**src/design/frac_synth_pkg.sv**
```systemverilog
// constants shared by the divider configuration bank and its aux serial port
`default_nettype none
package frac_synth_pkg;
  // register offsets
  localparam logic [4:0] OFS_REF_DIV  = 5'h02;
  localparam logic [4:0] OFS_INT_DIV  = 5'h03;
  localparam logic [4:0] OFS_FRAC_DIV = 5'h04;
  localparam logic [4:0] OFS_AUX_WORD = 5'h05;
  localparam logic [4:0] OFS_MOD_CFG  = 5'h06;
  // field widths
  localparam int REF_W  = 14;
  localparam int INT_W  = 19;
  localparam int FRAC_W = 24;
  localparam int AUX_W  = 16;
  localparam int CFG_W  = 23;
  localparam int DATA_W = 24;
  // reset values
  localparam logic [REF_W-1:0]  REF_DIV_RST  = 14'h0001;
  localparam logic [INT_W-1:0]  INT_DIV_RST  = 19'h000C8;
  localparam logic [FRAC_W-1:0] FRAC_DIV_RST = 24'h000000;
  localparam logic [AUX_W-1:0]  AUX_WORD_RST = 16'h0000;
  localparam logic [CFG_W-1:0]  MOD_CFG_RST  = 23'h000B7A;
  // modulator config field positions
  localparam int SEED_LSB   = 0;
  localparam int ORDER_LSB  = 2;
  localparam int BYPASS_BIT = 7;
  localparam int RELOAD_BIT = 8;
  localparam int SRC_BIT    = 9;
  localparam int CORE_BIT   = 10;
  localparam int ENABLE_BIT = 11;
  localparam int BIST_BIT   = 18;
  localparam int BLEN_LSB   = 19;
  localparam int FORCE_BIT  = 21;
  // seed choices
  localparam logic [1:0]  SEED_ZERO = 2'h0;
  localparam logic [1:0]  SEED_LSB1 = 2'h1;
  localparam logic [1:0]  SEED_PAT_A = 2'h2;
  localparam logic [FRAC_W-1:0] SEED_VAL_LSB = 24'h000001;
  localparam logic [FRAC_W-1:0] SEED_VAL_A   = 24'hB29D08;
  localparam logic [FRAC_W-1:0] SEED_VAL_B   = 24'h50F1CD;
  // modulator orders
  localparam logic [1:0] ORDER_OUT_BAND = 2'h2;
  localparam logic [1:0] ORDER_IN_BAND  = 2'h3;
  // self test length: (code+1)*1024-1 reference cycles
  localparam int          BIST_STEP_LOG2 = 10;
  localparam logic [11:0] BIST_LEN_MIN   = 12'h3FF;
  // aux transfer framing in phase detector ticks
  localparam logic [4:0] AUX_LEAD_TICKS  = 5'h02;
  localparam logic [4:0] AUX_TRAIL_TICKS = 5'h02;
  localparam logic [4:0] AUX_BITS        = 5'h10;
  typedef enum logic [1:0] {AUX_IDLE, AUX_LEAD, AUX_DATA, AUX_TRAIL} aux_state_t;
endpackage
`default_nettype wire

```
**src/design/aux_link_if.sv**
```systemverilog
// request/answer carrier between the config bank and the aux serial port
`default_nettype none
interface aux_link_if;
  logic        start;
  logic [15:0] word;
  logic        busy;
  modport bank (output start, output word, input busy);
  modport port (input start, input word, output busy);
endinterface
`default_nettype wire

```
**src/design/frac_synth_divider_config.sv**
```systemverilog
// divider and modulator configuration bank for a fractional-N synthesizer
`default_nettype none
module frac_synth_divider_config
  import frac_synth_pkg::*;
(
  input  wire logic              clk,          // 10 MHz system clock
  input  wire logic              rst_b,        // sync reset, active low
  input  wire logic              soft_rst,     // soft reset strobe from serial host
  input  wire logic              reg_wr,       // register write strobe
  input  wire logic              reg_rd,       // register read strobe
  input  wire logic [4:0]        reg_addr,     // register address
  input  wire logic [DATA_W-1:0] reg_wdata,    // write data
  output logic [DATA_W-1:0]      reg_rdata,    // read data, registered
  input  wire logic              reference_buffer_enable, // analog ref buffer on
  input  wire logic              vco_div_tick, // VCO divider clock enable pulse
  input  wire logic              ref_div_tick, // reference divider clock enable pulse
  input  wire logic              pfd_tick,     // phase detector rate pulse
  output logic [REF_W-1:0]       ref_div_value,   // reference divide value
  output logic                   ref_div_run,     // reference divider active
  output logic [INT_W-1:0]       int_div_value,   // integer divide value
  output logic [FRAC_W-1:0]      frac_div_value,  // applied fraction numerator
  output logic                   freq_change,     // one-cycle change event
  output logic                   seed_load,       // one-cycle seed load strobe
  output logic [FRAC_W-1:0]      seed_value,      // seed loaded at seed_load
  output logic [1:0]             mod_order,       // modulator order code
  output logic                   mod_run,         // modulator core enabled
  output logic                   mod_use_output,  // modulator output feeds divider
  output logic                   mod_clk_tick,    // selected core clock enable
  output logic                   mod_core_delayed,// delayed VCO clock chosen
  output logic                   bist_enable,     // self test on
  output logic [11:0]            bist_length,     // self test reference cycles
  output logic                   aux_serial_data_pin, // aux serial data
  output logic                   aux_serial_clk,  // aux serial bit strobe
  output logic                   aux_serial_frame // aux transfer in progress
);
  logic [REF_W-1:0]  ref_reg, ref_next;
  logic [INT_W-1:0]  int_reg, int_next;
  logic [FRAC_W-1:0] frac_reg, frac_next;
  logic [AUX_W-1:0]  aux_reg, aux_next;
  logic [CFG_W-1:0]  cfg_reg, cfg_next;
  logic [DATA_W-1:0] rdata_reg, rdata_next;
  logic              change_reg, change_next;
  logic              load_reg, load_next;
  logic [FRAC_W-1:0] seed_reg, seed_next;
  logic [FRAC_W-1:0] seed_pick;
  logic              div_write;

  aux_link_if aux_link ();

  // ==========================================================
  // register writes; soft reset restores the defaults of the five writable registers, not read data or seed
  assign div_write = reg_wr && (reg_addr == OFS_INT_DIV || reg_addr == OFS_FRAC_DIV);

  always_comb begin
    ref_next  = ref_reg;
    int_next  = int_reg;
    frac_next = frac_reg;
    aux_next  = aux_reg;
    cfg_next  = cfg_reg;
    if (soft_rst) begin
      ref_next  = REF_DIV_RST;
      int_next  = INT_DIV_RST;
      frac_next = FRAC_DIV_RST;
      aux_next  = AUX_WORD_RST;
      cfg_next  = MOD_CFG_RST;
    end else if (reg_wr) begin
      case (reg_addr)
        OFS_REF_DIV:  ref_next  = reg_wdata[REF_W-1:0];
        OFS_INT_DIV:  int_next  = reg_wdata[INT_W-1:0];
        OFS_FRAC_DIV: frac_next = reg_wdata[FRAC_W-1:0];
        OFS_AUX_WORD: aux_next  = reg_wdata[AUX_W-1:0];
        OFS_MOD_CFG:  cfg_next  = reg_wdata[CFG_W-1:0];
        default: ;
      endcase
    end
  end

  // ==========================================================
  // seed table
  always_comb begin
    case (cfg_reg[SEED_LSB +: 2])
      SEED_ZERO:  seed_pick = '0;
      SEED_LSB1:  seed_pick = SEED_VAL_LSB;
      SEED_PAT_A: seed_pick = SEED_VAL_A;
      default:    seed_pick = SEED_VAL_B;
    endcase
  end

  // ==========================================================
  // change event, seed load and read port
  // seed is taken from the stored choice, so a pending choice waits for a change
  always_comb begin
    change_next = div_write && !soft_rst;
    load_next   = change_next && cfg_reg[RELOAD_BIT];
    seed_next   = load_next ? seed_pick : seed_reg;
    rdata_next  = rdata_reg;
    if (reg_rd) begin
      case (reg_addr)
        OFS_REF_DIV:  rdata_next = {{(DATA_W-REF_W){1'b0}}, ref_reg};
        OFS_INT_DIV:  rdata_next = {{(DATA_W-INT_W){1'b0}}, int_reg};
        OFS_FRAC_DIV: rdata_next = frac_reg;
        OFS_AUX_WORD: rdata_next = {{(DATA_W-AUX_W){1'b0}}, aux_reg};
        OFS_MOD_CFG:  rdata_next = {{(DATA_W-CFG_W){1'b0}}, cfg_reg};
        default:      rdata_next = '0;
      endcase
    end
  end

  always_ff @(posedge clk) begin
    if (!rst_b) begin
      ref_reg    <= REF_DIV_RST;
      int_reg    <= INT_DIV_RST;
      frac_reg   <= FRAC_DIV_RST;
      aux_reg    <= AUX_WORD_RST;
      cfg_reg    <= MOD_CFG_RST;
      rdata_reg  <= '0;
      change_reg <= 1'b0;
      load_reg   <= 1'b0;
      seed_reg   <= '0;
    end else begin
      ref_reg    <= ref_next;
      int_reg    <= int_next;
      frac_reg   <= frac_next;
      aux_reg    <= aux_next;
      cfg_reg    <= cfg_next;
      rdata_reg  <= rdata_next;
      change_reg <= change_next;
      load_reg   <= load_next;
      seed_reg   <= seed_next;
    end
  end

  // ==========================================================
  // divider and modulator controls
  assign reg_rdata        = rdata_reg;
  assign ref_div_value    = ref_reg;
  assign ref_div_run      = reference_buffer_enable;
  assign int_div_value    = int_reg;
  assign mod_run          = cfg_reg[ENABLE_BIT];
  assign mod_use_output   = !cfg_reg[BYPASS_BIT] && mod_run;
  // fraction only reaches the divider in fractional operation
  assign frac_div_value   = mod_use_output ? frac_reg : '0;
  assign mod_order        = cfg_reg[ORDER_LSB +: 2];
  assign mod_core_delayed = cfg_reg[CORE_BIT];
  // bypass does not stop the core clock: isolation testing needs it running
  assign mod_clk_tick     = mod_run && ((cfg_reg[CORE_BIT] || cfg_reg[FORCE_BIT] ||
                            cfg_reg[SRC_BIT]) ? vco_div_tick : ref_div_tick);
  assign bist_enable      = cfg_reg[BIST_BIT];
  assign bist_length      = BIST_LEN_MIN |
                            (12'(cfg_reg[BLEN_LSB +: 2]) << BIST_STEP_LOG2);
  assign freq_change      = change_reg;
  assign seed_load        = load_reg;
  assign seed_value       = seed_reg;

  // ==========================================================
  // aux serial port launch on each change
  // a change during a running transfer is dropped, never queued
  assign aux_link.start = change_reg && !aux_link.busy;
  assign aux_link.word  = aux_reg;

  aux_serial_port u_aux (
    .clk      (clk),
    .rst_b    (rst_b),
    .pfd_tick (pfd_tick),
    .link     (aux_link.port),
    .sdo      (aux_serial_data_pin),
    .sclk     (aux_serial_clk),
    .frame    (aux_serial_frame)
  );

  // ==========================================================
  // checks
  property p_ref_reset;
    @(posedge clk) disable iff (!rst_b) soft_rst |=> ref_div_value == REF_DIV_RST;
  endproperty
  a_ref_reset: assert property (p_ref_reset) else $error("ref divide not default");

  property p_ref_run;
    @(posedge clk) disable iff (!rst_b) ref_div_run == reference_buffer_enable;
  endproperty
  a_ref_run: assert property (p_ref_run) else $error("ref divider runs unenabled");

  property p_frac_gate;
    @(posedge clk) disable iff (!rst_b) !mod_use_output |-> frac_div_value == '0;
  endproperty
  a_frac_gate: assert property (p_frac_gate) else $error("fraction leaks in integer");

  property p_seed_only_on_change;
    @(posedge clk) disable iff (!rst_b) seed_load |-> freq_change && cfg_reg[RELOAD_BIT];
  endproperty
  a_seed_only_on_change: assert property (p_seed_only_on_change)
    else $error("seed loaded without change");

  property p_reload_follows_write;
    @(posedge clk) disable iff (!rst_b)
      reg_wr && reg_addr == OFS_FRAC_DIV && !soft_rst && cfg_reg[RELOAD_BIT] |=> seed_load;
  endproperty
  a_reload_follows_write: assert property (p_reload_follows_write)
    else $error("fraction write missed seed");

  property p_seed_pattern;
    @(posedge clk) disable iff (!rst_b)
      load_next && cfg_reg[SEED_LSB +: 2] == SEED_PAT_A |=> seed_value == 24'hB29D08;
  endproperty
  a_seed_pattern: assert property (p_seed_pattern) else $error("wrong seed pattern");

  property p_core_off;
    @(posedge clk) disable iff (!rst_b) !mod_run |-> !mod_clk_tick && !mod_use_output;
  endproperty
  a_core_off: assert property (p_core_off) else $error("modulator active while off");

  property p_src_override;
    @(posedge clk) disable iff (!rst_b)
      mod_run && cfg_reg[CORE_BIT] |-> mod_clk_tick == vco_div_tick;
  endproperty
  a_src_override: assert property (p_src_override) else $error("source not overridden");

  property p_aux_start;
    @(posedge clk) disable iff (!rst_b)
      freq_change && !aux_serial_frame |=> aux_serial_frame;
  endproperty
  a_aux_start: assert property (p_aux_start) else $error("aux transfer not started");

  property p_bist_len;
    @(posedge clk) disable iff (!rst_b)
      cfg_reg[BLEN_LSB +: 2] == 2'h3 |-> bist_length == 12'hFFF;
  endproperty
  a_bist_len: assert property (p_bist_len) else $error("bist length wrong");
endmodule
`default_nettype wire

```
**src/design/aux_serial_port.sv**
```systemverilog
// aux serial port: shifts one 16-bit word out at the phase detector rate
`default_nettype none
module aux_serial_port
  import frac_synth_pkg::*;
(
  input  wire logic  clk,        // system clock
  input  wire logic  rst_b,      // sync reset, active low
  input  wire logic  pfd_tick,   // one pulse per phase detector cycle
  aux_link_if.port   link,       // start and word from the bank
  output logic       sdo,        // serial data out
  output logic       sclk,       // one-cycle strobe after each bit
  output logic       frame       // high for the whole transfer
);
  aux_state_t        state_reg, state_next;
  logic [4:0]        cnt_reg, cnt_next;
  logic [AUX_W-1:0]  shift_reg, shift_next;
  logic              sdo_reg, sdo_next;
  logic              drv_reg, drv_next;
  logic              sclk_reg;

  // ==========================================================
  // framing sequencer
  // a start while busy is dropped; the word was captured at start
  always_comb begin
    state_next = state_reg;
    cnt_next   = cnt_reg;
    shift_next = shift_reg;
    sdo_next   = sdo_reg;
    drv_next   = 1'b0;
    case (state_reg)
      AUX_IDLE: begin
        if (link.start) begin
          state_next = AUX_LEAD;
          cnt_next   = 5'h00;
          shift_next = link.word;
        end
      end
      AUX_LEAD: begin
        if (pfd_tick) begin
          cnt_next = cnt_reg + 5'h01;
          if (cnt_reg == AUX_LEAD_TICKS - 5'h01) begin
            state_next = AUX_DATA;
            cnt_next   = 5'h00;
            sdo_next   = shift_reg[AUX_W-1];
            shift_next = {shift_reg[AUX_W-2:0], 1'b0};
            drv_next   = 1'b1;
          end
        end
      end
      AUX_DATA: begin
        if (pfd_tick) begin
          cnt_next = cnt_reg + 5'h01;
          if (cnt_reg == AUX_BITS - 5'h01) begin
            state_next = AUX_TRAIL;
            cnt_next   = 5'h00;
            sdo_next   = 1'b0;
          end else begin
            sdo_next   = shift_reg[AUX_W-1];
            shift_next = {shift_reg[AUX_W-2:0], 1'b0};
            drv_next   = 1'b1;
          end
        end
      end
      AUX_TRAIL: begin
        if (pfd_tick) begin
          cnt_next = cnt_reg + 5'h01;
          if (cnt_reg == AUX_TRAIL_TICKS - 5'h01) begin
            state_next = AUX_IDLE;
          end
        end
      end
      default: state_next = AUX_IDLE;
    endcase
  end

  always_ff @(posedge clk) begin
    if (!rst_b) begin
      state_reg <= AUX_IDLE;
      cnt_reg   <= 5'h00;
      shift_reg <= AUX_WORD_RST;
      sdo_reg   <= 1'b0;
      drv_reg   <= 1'b0;
      sclk_reg  <= 1'b0;
    end else begin
      state_reg <= state_next;
      cnt_reg   <= cnt_next;
      shift_reg <= shift_next;
      sdo_reg   <= sdo_next;
      drv_reg   <= drv_next;
      sclk_reg  <= drv_reg;
    end
  end

  assign link.busy = (state_reg != AUX_IDLE);
  assign sdo       = sdo_reg;
  assign sclk      = sclk_reg;
  assign frame     = (state_reg != AUX_IDLE);
endmodule
`default_nettype wire

```
**config.mk**
```make
export PLATFORM = sky130hd
export DESIGN_NAME = frac_synth_divider_config
export DESIGN_NICKNAME = d
export VERILOG_FILES = /design/src/design/frac_synth_pkg.sv /design/src/design/aux_link_if.sv /design/src/design/frac_synth_divider_config.sv /design/src/design/aux_serial_port.sv
export SDC_FILE = /design/constraint.sdc
export NUM_CORES = 1
export LEC_CHECK = 0
export BUFFER_PORTS_ARGS = -buffer_cell sky130_fd_sc_hd__buf_2
export CAP_MARGIN = 20
export CORE_MARGIN = 4
export CORE_UTILIZATION = 30
export CTS_BUF_LIST = sky130_fd_sc_hd__clkbuf_4
export DETAILED_ROUTE_END_ITERATION = 8
export REMOVE_ABC_BUFFERS = 1
export SKIP_LAST_GASP = 1
export SYNTH_ARGS = -nofsm -noshare
export SYNTH_HDL_FRONTEND = slang
export SYNTH_SLANG_ARGS = --single-unit
```
**constraint.sdc**
```tcl
create_clock -name clk -period 6 [get_ports clk]
set_input_delay 0.3 -clock clk [delete_from_list [all_inputs] [get_ports clk]]
set_output_delay 0.3 -clock clk [all_outputs]
set_load 0.01 [all_outputs]
```
# ---- Word-level counts from Yosys, hierarchy flattened
# Index checks and enable logic that the tools add are counted.
dict set report word_totals {
  in_bits 38
  reg_bits 172
}
dict set report classes {
  bitwise 1
  n_mux 35
  eq_ne 20
  addsub 1
  reduce_logical 27
}
# op count
set ops {}
lappend ops {{$pmux W24 S5} 1}
lappend ops {{$mux W16} 5}
lappend ops {{$pmux W24 S3} 1}
lappend ops {{$pmux W16 S3} 1}
lappend ops {{$mux W5} 6}
lappend ops {{$mux W24} 1}
lappend ops {{$pmux W5 S4} 1}
lappend ops {{$eq A5 B3 Y1 const B} 3}
lappend ops {{$mux W2} 7}
lappend ops {{$eq A5 B2 Y1 const B} 2}
lappend ops {{$ne A2 B2 Y1 const B} 5}
lappend ops {{$reduce_and A2 Y1} 5}
lappend ops {{$mux W1} 9}
lappend ops {{$pmux W2 S4} 1}
lappend ops {{$reduce_and A4 Y1} 2}
lappend ops {{$reduce_and A7 Y1} 1}
lappend ops {{$eq A2 B2 Y1 const B} 3}
lappend ops {{$logic_and A1 B1 Y1} 6}
lappend ops {{$ne A2 B1 Y1 const B} 3}
lappend ops {{$reduce_and A6 Y1} 1}
lappend ops {{$add A5 B1 Y5 const B} 1}
lappend ops {{$eq A5 B1 Y1 const B} 1}
lappend ops {{$eq A5 B4 Y1 const B} 1}
lappend ops {{$eq A2 B1 Y1 const B} 2}
lappend ops {{other kinds (8)} 15}

# ---- Logic depth before layout (Yosys ltp)
# Gate-level depths: netlist (run 1).
dict set report depth {
  ltp_word 5
  mapped_depth 10
  mapped_depth_nobuf 8
}

# ---- By module
# Synthesis (run 1) repeated with hierarchy kept, for this count alone.
dict set report hier_totals {
  cells_unflattened 865
  area_unflattened_um2 7628.6
}
# mod area_per_inst_um2 seq_area_each_um2 instances cells_per_inst
set by_module_without_submodules {}
lappend by_module_without_submodules {frac_synth_divider_config 6074.6 2522.4 1 705}
lappend by_module_without_submodules {aux_serial_port 1554.0 520.5 1 160}

# ---- Worst setup path after synthesis (run 1)
# OpenSTA, ideal clock, no wires.
dict set report synth_path {
  path_type {reg2reg}
  from {register u_aux.cnt_reg[0]}
  to {register u_aux.shift_reg[10]}
  t_arrival_ps 2056
  period_less_slack_ps 2137
  path_buffers 1
  path_stages_with_launch 10
  setup_time_ps 80
  setup_slack_ps 3863
  required_time_ps 5920
  path_cell_list {dfxtp_1 ha_1 nand3_1 inv_1 ha_1 nand2b_1 a221oi_2 clkbuf_1 a21oi_1 a211oi_2}
}
dict set report synth_via {
  elab_chain_cells 3
}
# element line
set synth_lines {}
lappend synth_lines {{start, declared} aux_serial_port.sv:15} ;# logic [4:0] cnt_reg, cnt_next;
lappend synth_lines {{start signal, assigned} aux_serial_port.sv:86} ;# cnt_reg <= cnt_next;
lappend synth_lines {{$eq A5 B4 Y1 or $eq A5 B1 Y1 (tied branches)} {aux_serial_port.sv:53, aux_serial_port.sv:41}}
lappend synth_lines {{$ne A2 B2 Y1 (no line) or $ne A2 B1 Y1 (tied branches)} --}
lappend synth_lines {{$reduce_and A6 Y1 (no line) (*)} --}
lappend synth_lines {{end signal, assigned} aux_serial_port.sv:87} ;# shift_reg <= shift_next;
lappend synth_lines {{end, declared} aux_serial_port.sv:16} ;# logic [AUX_W-1:0] shift_reg, shift_next;
# Every way passes the cells marked *; elsewhere a longest branch is shown, timed or not.
# A chain may end at the register's enable or synchronous reset.

# ---- Worst setup path in the final report (run 1)
dict set report layout_path {
  from {register u_aux.cnt_reg[0]}
  to {register u_aux.shift_reg[2]}
}
# Same word-level chain as after synthesis.

==> results of run 1 <==
==> cells in the final DEF (no fill, tap or decap), drive strengths merged, types with 2 or more instances in the layout <==
master,count
a222oi,14
and3,3
nand2,199
clkinv,6
nor4b,3
ha,10
nor3b,2
nor3,4
mux2i,23
a221oi,4
or4,3
nor2b,7
a31oi,15
dfxtp,152
o211ai,2
or3,2
nand2b,5
buf,161
inv,14
nand3,39
o211a,2
and2,30
dlygate4sd3,25
nor2,10
a32oi,3
or4b,2
conb,17
a211oi,15
clkbuf,20
o21ai,25
a22oi,22
bufinv,4
a21oi,107
==> final cells by class <==
cell class | count | area share
antenna | 1 | 0.000306
clock inverter | 11 | 0.0190
multi-input combinational | 580 | 0.401
inverter | 14 | 0.00642
sequential | 152 | 0.372
tap | 285 | 0.0436
clock buffer | 20 | 0.0183
timing repair buffer | 186 | 0.139
==> final timing paths <==
kind	end	slack, ns	start
setup reg to reg	u_aux.shift_reg[2]$_SDFFE_PN0P_	3.42	u_aux.cnt_reg[0]$_SDFFE_PN0P_
setup / recovery	u_aux.shift_reg[2]$_SDFFE_PN0P_	3.42	u_aux.cnt_reg[0]$_SDFFE_PN0P_
hold / removal	cfg_reg[1]$_SDFFE_PP1P_	0.20	soft_rst
hold reg to reg	u_aux.sclk$_SDFF_PN0_	0.45	u_aux.drv_reg$_SDFF_PN0_
==> worst max-delay path, delay by kind of cell (launching register included) <==
| kind | cells | cell delay [ns] |
|---|---|---|
| compound gates | 2 | 0.39 |
| fa+ha+maj | 2 | 0.44 |
| buf+inv | 2 | 0.32 |
| flops | 1 | 0.37 |
| simple gates | 3 | 0.90 |
==> layer usage <==
| metal | up-vias | global-route usage | routed length, um |
|---|---|---|---|
| met5 | - | 0 | 0 |
| met4 | 0 | 0.0485 | 301 |
| met3 | 26 | 0.0414 | 1340 |
| met2 | 201 | 0.291 | 10800 |
| met1 | 3039 | 0.211 | 9390 |
| li1 | 3075 | - | - |
==> Yosys cell counts, types with 15 or more instances <==
| cell | number | area, um^2 |
|---|---|---|
| nand3_1 | 39 | 195 |
| buf_4 | 38 | 285 |
| a21oi_1 | 107 | 536 |
| clkbuf_1 | 35 | 131 |
| nand2_1 | 199 | 747 |
| dfxtp_1 | 152 | 3040 |
| a31oi_1 | 15 | 93.8 |
| a22oi_1 | 22 | 165 |
| mux2i_1 | 23 | 230 |
| o21ai_0 | 24 | 120 |
| buf_2 | 17 | 85.1 |
| and2_1 | 29 | 181 |
==> logic make-up after synthesis <==
group / count (synthesis) / share of synthesized area
AND/OR/NAND/NOR: 315 / 0.213
other: 2 / 0.00109
AO/OA/AOI/OAI: 215 / 0.203
adder cells (fa/ha/maj): 10 / 0.0182
multiplexers: 23 / 0.0335
flip-flops: 152 / 0.443
buffers and inverters: 111 / 0.0890
==> power by group through the flow <==
| stage | Clock (mW) | Combinational [mW] | Sequential [mW] |
|---|---|---|---|
| 6_report | 0.696 | 0.357 | 1.09 |
| 3_3_place_gp | 0 | 0.338 | 1.11 |
| 5_1_grt | 0.743 | 0.393 | 1.10 |
| 3_5_place_dp | 0 | 0.341 | 1.11 |
| 2_1_floorplan | 0 | 0.232 | 1.10 |
| 4_1_cts | 0.709 | 0.355 | 1.09 |
==> flow_summary.ini, run 1 <==
[logic_synthesis]
async_flop_share = 0
syn_inst = 828
synth_edf_count = 0
avgSynthCellArea_um2 = 8.31
yosysSeqAreaShare = 0.443
synth_seq_cells = 152
syn-cell-area_um2 = 6880
synth-main-ff-cell = dfxtp_1
yosysUniqueCellTypes = 53
yosysWarnings = 0

[worst_setup_path]
cp_slowest_cell = and2_1
ff2ff_path_depth = 9
cpPeakStageDelay_ns = 0.64
crit_arrival_ns = 2.99
critPathKind = reg -> reg
cp_common_cell = ha_1
cp_data_required_time_ns = 6.41
critPathCaptureType = flip-flop
cp_max_fo = 18
cp_cell_sequence = ha_1 > nand3_1 > inv_1 > ha_1 > nand2b_1 > a221oi_2 > buf_4 > and2_1 > a211oi_1
start_kind = flip-flop

[global_routing]
grt_pass1_wl_um = 34500
grt_max_degree = 57
overflow = 0
grt_util_all_layers = 0.169
antenna_found_initial = 1
grt_pass1_vias = 6246

[finish]
fillers = 2383
multi_input_area_um2 = 3280
regArea_um2 = 3040
final_cells = 1249
final_cell_area_um2 = 8180
nets = 999
synthToLayoutAreaGrowth_pct = 19.0
layout-drive-gt1-share = 0.222
final_util = 0.363

[run]
cap_violations = 0

[pwr]
swShare = 0.285
finalPower_mw = 2.14
p_leak_nw = 3.13
pwr-share-clk = 0.325
combinationalPowerShare = 0.166
p_per_area_nw_per_um2 = 262
seq_power_share = 0.508
vdd_drop_max_mv = 0.109
p_sw_uw = 611
intPower_mw = 1.53

[placement]
io_buffers = 148
detailed_place_hpwl_um = 14700
gp_congestion = 0.804
placed_cells = 1190
place_area_um2 = 7590
pre_cts_slack_ns = 3.44

[clock_network]
ctsResizeCount = 0
cts_made_buffers = 17
htreeDepth = 4
post_cts_buffers = 0
clock_path_buffers = 2
path_clk_slew_ns = 0.13
insertion_delay_ns = 0.57
clock_tree.root_cell = clkbuf_4
tritoncts = done
cts_hold_buf = 25
cts_sinks = 152

[sta]
clock.fmax_mhz = 388
setup-violations-final = 0
whs_ns = 0.200
final_critical_path_setup_slack_ns = 3.42
slew-limit-headroom = 0.239
tightest_slew_ns = 1.14
period_needed_ns = 2.58
final_max_slew_viol_count = 0
fin_tns_setup_ns = 0
skew_ns = 0.0215
rsz0062_at_grt = no
period_share = 0.430
hold_violations = 0

[floorplanning]
die_area_um2 = 25400
core_um2 = 22600
die-height_um = 159
die_x_um = 159
start_util = 0.305
io_pins = 168
num_rows = 55

[route]
via_count = 6341
drc = 0
antenna_left = 0
drt_iter0_drc = 500
via_per_inst = 5.08
wl_per_cell_um = 17.5
routed_wirelength_um = 21900
dr.pass1.iters = 7

[min_path]
min_path_cells = 3
holdCritPathClass = in -> reg

[outcome]
status = complete, no violations
Note: power is estimated with default switching activity, not from simulation.
==> run 2, diff against run 1 <==
- clock period: 6 -> 2.4 ns (I/O delays scaled with it)
==> run 2 against run 1 <==
  * Die area unchanged
  * Non-clock buffer count increased by 20
  * Sequential cell count unchanged
  * Sequential power increased by 150%
  * Critical path depth decreased by 2
  * Total power increased by 150%
  * Via count increased by 0.32%
  * Global-route usage increased by 0.29 points
  * Clock power increased by 140%
  * Worst hold slack got worse by 0.073 ns
  * Setup slack got worse by 3.2 ns
  * Combinational power increased to 2.6 times the previous value
  * Critical endpoint is now ref_div_value[0]$_SDFFE_PP1P_
  * Largest power group unchanged
==> flow_summary.ini, run 2 (synthesis gave the netlist of run 1 again) <==
[worst_setup_path]
cp_slowest_cell = dlygate4sd3_1
cp_cell_sequence = dlygate4sd3_1 > buf_2 > nor3b_1 > nand2_1 > nand2_1 > nand3_1 > dlygate4sd3_1
cp_max_fo = 16
start_kind = input pin
cpPeakStageDelay_ns = 0.56
critPathCaptureType = flip-flop
ff2ff_path_depth = 9
critPathKind = in -> reg
reg2reg_slack_ns = 0.29
regToRegEndpoint = u_aux.shift_reg[2]$_SDFFE_PN0P_
cp_data_required_time_ns = 2.86
crit_arrival_ns = 2.61
reg2reg_from = u_aux.cnt_reg[0]$_SDFFE_PN0P_

[clock_network]
htreeDepth = 4
cts_made_buffers = 17
post_cts_buffers = 0
cts_sinks = 152
tritoncts = done
clock_tree.root_cell = clkbuf_4
path_clk_slew_ns = 0.13
clock_path_buffers = 2
insertion_delay_ns = 0.55
ctsResizeCount = 0

[outcome]
status = complete, no violations

[min_path]
whs_endpoint = reg_rdata[23]$_SDFFE_PN0P_
holdCritPathClass = in -> reg
min_path_cells = 4
hp-start = reg_addr[0]

[route]
drc = 0
via_per_inst = 5.01
via_count = 6361
routed_wirelength_um = 22300
dr.pass1.iters = 6
antenna_left = 0
wl_per_cell_um = 17.5
drt_iter0_drc = 479

[floorplanning]
die-height_um = 159
io_pins = 168
die_area_um2 = 25400
start_util = 0.305
core_um2 = 22600
num_rows = 55
die_x_um = 159

[global_routing]
grt_util_all_layers = 0.172
grt_pass1_vias = 6211
antenna_found_initial = 1
overflow = 0
grt_max_degree = 86
grt_pass1_wl_um = 35000

[sta]
clock.fmax_mhz = 464
final_max_slew_viol_count = 0
fin_tns_setup_ns = 0
rsz0062_at_grt = no
setup-violations-final = 0
final_critical_path_setup_slack_ns = 0.243
slew-limit-headroom = 0.351
whs_ns = 0.127
hold_violations = 0
period_needed_ns = 2.16
tightest_slew_ns = 0.974
period_share = 0.899
skew_ns = 0.0152

[placement]
gp_congestion = 0.792
io_buffers = 148
pre_cts_slack_ns = 0.314
place_area_um2 = 7720
placed_cells = 1208
detailed_place_hpwl_um = 15400

[run]
cap_violations = 0

[finish]
layout-drive-gt1-share = 0.234
mostFrequentLayoutCells = nand2_1 (199), dfxtp_1 (152), buf_2 (148), a21oi_1 (107), nand3_1 (39)
final_cells = 1270
final_util = 0.368
final_common_cell = nand2_1
final_cell_area_um2 = 8300
synthToLayoutAreaGrowth_pct = 20.8
nets = 1019

[pwr]
vdd_drop_max_mv = 0.313
finalPower_mw = 5.31
p_leak_nw = 3.20
p_per_area_nw_per_um2 = 640
## run 2: cell types whose count changed in the layout (fill, tap and decap cells not counted)
cell           change
clkinvlp_4         +1
buf_12             +2
clkinv_1           +1
buf_4             +18
bufinv_16          -1
clkinv_4           +3
buf_8              -1
buf_16             -2
dlygate4sd3_1      +4
clkbuf_4           -2
clkinv_2           -1
buf_6              -1
## run 2: worst max-delay path, delay by kind of cell
kind	cells	cell delay (ns)
buffers and inverters	3	1.40
and+or+nand+nor	4	1.08
## run 2: worst max-delay path by stage
stage / from / end / slack (ns)
after floorplan: u_aux.cnt_reg[0]$_SDFFE_PN0P_ / u_aux.shift_reg[15]$_SDFFE_PN0P_ / -0.20
after global placement: u_aux.cnt_reg[0]$_SDFFE_PN0P_ / u_aux.cnt_reg[2]$_SDFFE_PN0P_ / 0.42
after detailed placement: u_aux.cnt_reg[0]$_SDFFE_PN0P_ / u_aux.shift_reg[2]$_SDFFE_PN0P_ / 0.31
after CTS: u_aux.cnt_reg[0]$_SDFFE_PN0P_ / u_aux.shift_reg[2]$_SDFFE_PN0P_ / 0.27
after global routing: u_aux.cnt_reg[0]$_SDFFE_PN0P_ / u_aux.shift_reg[2]$_SDFFE_PN0P_ / 0.14
final: reg_wr / ref_div_value[0]$_SDFFE_PP1P_ / 0.24
## run 2: power breakdown
| group | switching, mW | internal, mW | leakage (nW) |
|---|---|---|---|
| Sequential | 0.0790 | 2.64 | 1.23 |
| Clock | 0.931 | 0.721 | 0.154 |
| Combinational | 0.562 | 0.376 | 1.82 |
## run 2: timing repair
action	in CTS	in global routing
hold buffers	29	0
hold endpoints to repair	106	0
setup endpoints to repair	0	0
## run 2: cell type report
type | instances | area, um^2
repair buffers | 206 | 1270
clock buffers | 18 | 135
fillers | 2389 | 14300
clock inverters | 14 | 158
inverters | 14 | 52.6
diodes | 1 | 2.50
flip-flops and latches | 152 | 3040
well taps | 285 | 357
multi-input cells | 580 | 3280
## run 2: routing by layer
metal,GRT usage,share of wire
met4,0.0750,0.037
met5,0,0
met1,0.222,0.44
met3,0.0370,0.053
met2,0.279,0.47
==> run 3, diff against run 2 <==
- CELL_PAD_IN_SITES_DETAIL_PLACEMENT: unset -> 2
- CELL_PAD_IN_SITES_GLOBAL_PLACEMENT: unset -> 2
- PLACE_DENSITY_LB_ADDON: unset -> 0.1
==> run 3 against run 2 <==
  * Setup slack lost 0.073 ns
  * Routed wire length grew 22%
  * Combinational power up 6.2%
  * Highest routed layer unchanged
==> flow_summary.ini, run 3 (synthesis gave the netlist of run 1 again) <==
[outcome]
status = complete, no violations

[worst_setup_path]
cpPeakStageDelay_ns = 0.38
cp_slowest_cell = dfxtp_1
ff2ff_path_depth = 9
start_kind = flip-flop
cp_max_fo = 17
critPathCaptureType = flip-flop
critPathKind = reg -> reg
cp_cell_sequence = ha_1 > nand3_1 > inv_1 > ha_1 > nand2b_1 > a221oi_2 > buf_4 > a21oi_1 > a211oi_1
critical_path.top_delay_family = compound AO/OA/AOI/OAI gates
cp_common_cell = ha_1
regToRegEndpoint = u_aux.shift_reg[3]$_SDFFE_PN0P_
cp_data_required_time_ns = 2.88
critPathBufInv = 2
reg2reg_slack_ns = 0.17
crit_arrival_ns = 2.71
crit_cells = 9
reg2reg_from = u_aux.cnt_reg[0]$_SDFFE_PN0P_

[placement]
io_buffers = 148
pre_cts_slack_ns = 0.197
detailed_place_hpwl_um = 18900
gp_congestion = 0.761
placed_cells = 1209

[sta]
clock.fmax_mhz = 449
final_max_slew_viol_count = 0
period_needed_ns = 2.23
rsz0062_at_grt = no
final_critical_path_setup_slack_ns = 0.171
tightest_slew_ns = 0.788
hold_violations = 0
period_share = 0.929
skew_ns = 0.0274
setup-violations-final = 0
slew-limit-headroom = 0.473

[global_routing]
met2_usage = 0.373
grt_max_degree = 87
use_met1 = 0.268
antenna_found_initial = 2
grt_pass1_vias = 7352
grtUsageMet3 = 0.0375
overflow = 0
grt_util_all_layers = 0.211
grt_pass1_wl_um = 42500
busiest_layer = met2

[floorplanning]
start_util = 0.305
core_um2 = 22600
num_rows = 55
die_area_um2 = 25400
die-height_um = 159
die_x_um = 159
io_pins = 168

[min_path]
min_path_cells = 4
whs_endpoint = cfg_reg[1]$_SDFFE_PP1P_
holdCritPathClass = in -> reg
hp-start = reg_wr

[clock_network]
tritoncts = done
path_clk_slew_ns = 0.15
cts_made_buffers = 17
htreeDepth = 4
cts_sinks = 152
clock_path_buffers = 2
clock_tree.root_cell = clkbuf_4
insertion_delay_ns = 0.58
post_cts_buffers = 0

[finish]
synthToLayoutAreaGrowth_pct = 21.7
final_util = 0.371
mostFrequentLayoutCells = nand2_1 (199), dfxtp_1 (152), buf_2 (148), a21oi_1 (107), nand3_1 (39)
nets = 1019
final_common_cell = nand2_1
final_cells = 1270
layout-drive-gt1-share = 0.239

[pwr]
seq_power_share = 0.501
pwr-share-clk = 0.316
p_leak_nw = 3.22
intPower_mw = 3.66
combinationalPowerShare = 0.183
vdd_drop_max_mv = 0.248
p_per_area_nw_per_um2 = 651
p_sw_mw = 1.78
swShare = 0.327
finalPower_mw = 5.45

[route]
via_count = 6667
routed_wirelength_um = 27200
drt_iter0_drc = 273
drc = 0
dr.pass1.iters = 5
antenna_left = 0
wl_per_cell_um = 21.4
via_per_inst = 5.25

[run]
cap_violations = 0
-- run 3: cell types whose count changed in the layout (fill, tap and decap cells not counted), moves of 2 or more --
cell | before | now
clkinv_1 | 3 | 0
clkinv_2 | 3 | 1
buf_4 | 27 | 25
inv_6 | 0 | 4
buf_12 | 2 | 5
-- run 3: worst reg2reg max path, cell delays in order (launching register included) --
cell,delay [ns]
dfxtp_1,0.38
ha_1,0.24
nand3_1,0.12
inv_1,0.06
ha_1,0.24
nand2b_1,0.17
a221oi_2,0.29
buf_4,0.29
a21oi_1,0.10
a211oi_1,0.25
-- run 3: stage by stage --
stage | hold slack [ns] | instance area, um^2 | setup TNS, ns
2_1_floorplan | 0.220 | 6370 | -2.93
3_3_place_gp | 0.240 | 7780 | 0
3_5_place_dp | 0.240 | 7780 | 0
4_1_cts | 0.0916 | 8360 | 0
5_1_grt | 0.121 | 8370 | 0
6_report | 0.155 | 8370 | 0
-- run 3: timing repair --
action                                  CTS  global route
endpoints found under the hold margin   100             0
hold buffers                             28             0
endpoints found under the setup margin    0             2
resized for setup                         0             1
-- run 3: final cells by class --
type | count | area, um^2
Antenna cell | 1 | 2.50
Clock buffer | 17 | 128
Clock inverter | 15 | 169
Fill cell | 2617 | 14200
Inverter | 14 | 52.6
Multi-Input combinational cell | 580 | 3310
Sequential cell | 152 | 3040
Tap cell | 285 | 357
Timing Repair Buffer | 206 | 1310
-- run 3: power groups by stage --
stage / sequential, mW / clock, mW / combinational (mW)
6_report: 2.73 / 1.72 / 0.996
3_3_place_gp: 2.77 / 0 / 0.879
4_1_cts: 2.73 / 1.77 / 0.989
3_5_place_dp: 2.78 / 0 / 0.950
2_1_floorplan: 2.76 / 0 / 0.579
5_1_grt: 2.75 / 1.87 / 1.09
-- run 3: how the worst max path moves through the flow --
stage                                                   to                       startpoint  slack, ns
after floorplan           u_aux.shift_reg[15]$_SDFFE_PN0P_    u_aux.cnt_reg[0]$_SDFFE_PN0P_      -0.20
after global placement     u_aux.shift_reg[3]$_SDFFE_PN0P_    u_aux.cnt_reg[0]$_SDFFE_PN0P_       0.40
after detailed placement   u_aux.state_reg[0]$_SDFFE_PN0P_  u_aux.state_reg[0]$_SDFFE_PN0P_       0.20
after CTS                  u_aux.shift_reg[3]$_SDFFE_PN0P_    u_aux.cnt_reg[0]$_SDFFE_PN0P_       0.17
after global routing         u_aux.cnt_reg[2]$_SDFFE_PN0P_    u_aux.cnt_reg[0]$_SDFFE_PN0P_       0.02
final                      u_aux.shift_reg[3]$_SDFFE_PN0P_    u_aux.cnt_reg[0]$_SDFFE_PN0P_       0.17
-- run 3: metal layers --
metal / share of wire / up-vias
li1: - / 3109
met3: 0.039 / 22
met2: 0.51 / 172
met4: 0.011 / 0
met5: 0 / -
met1: 0.44 / 3364
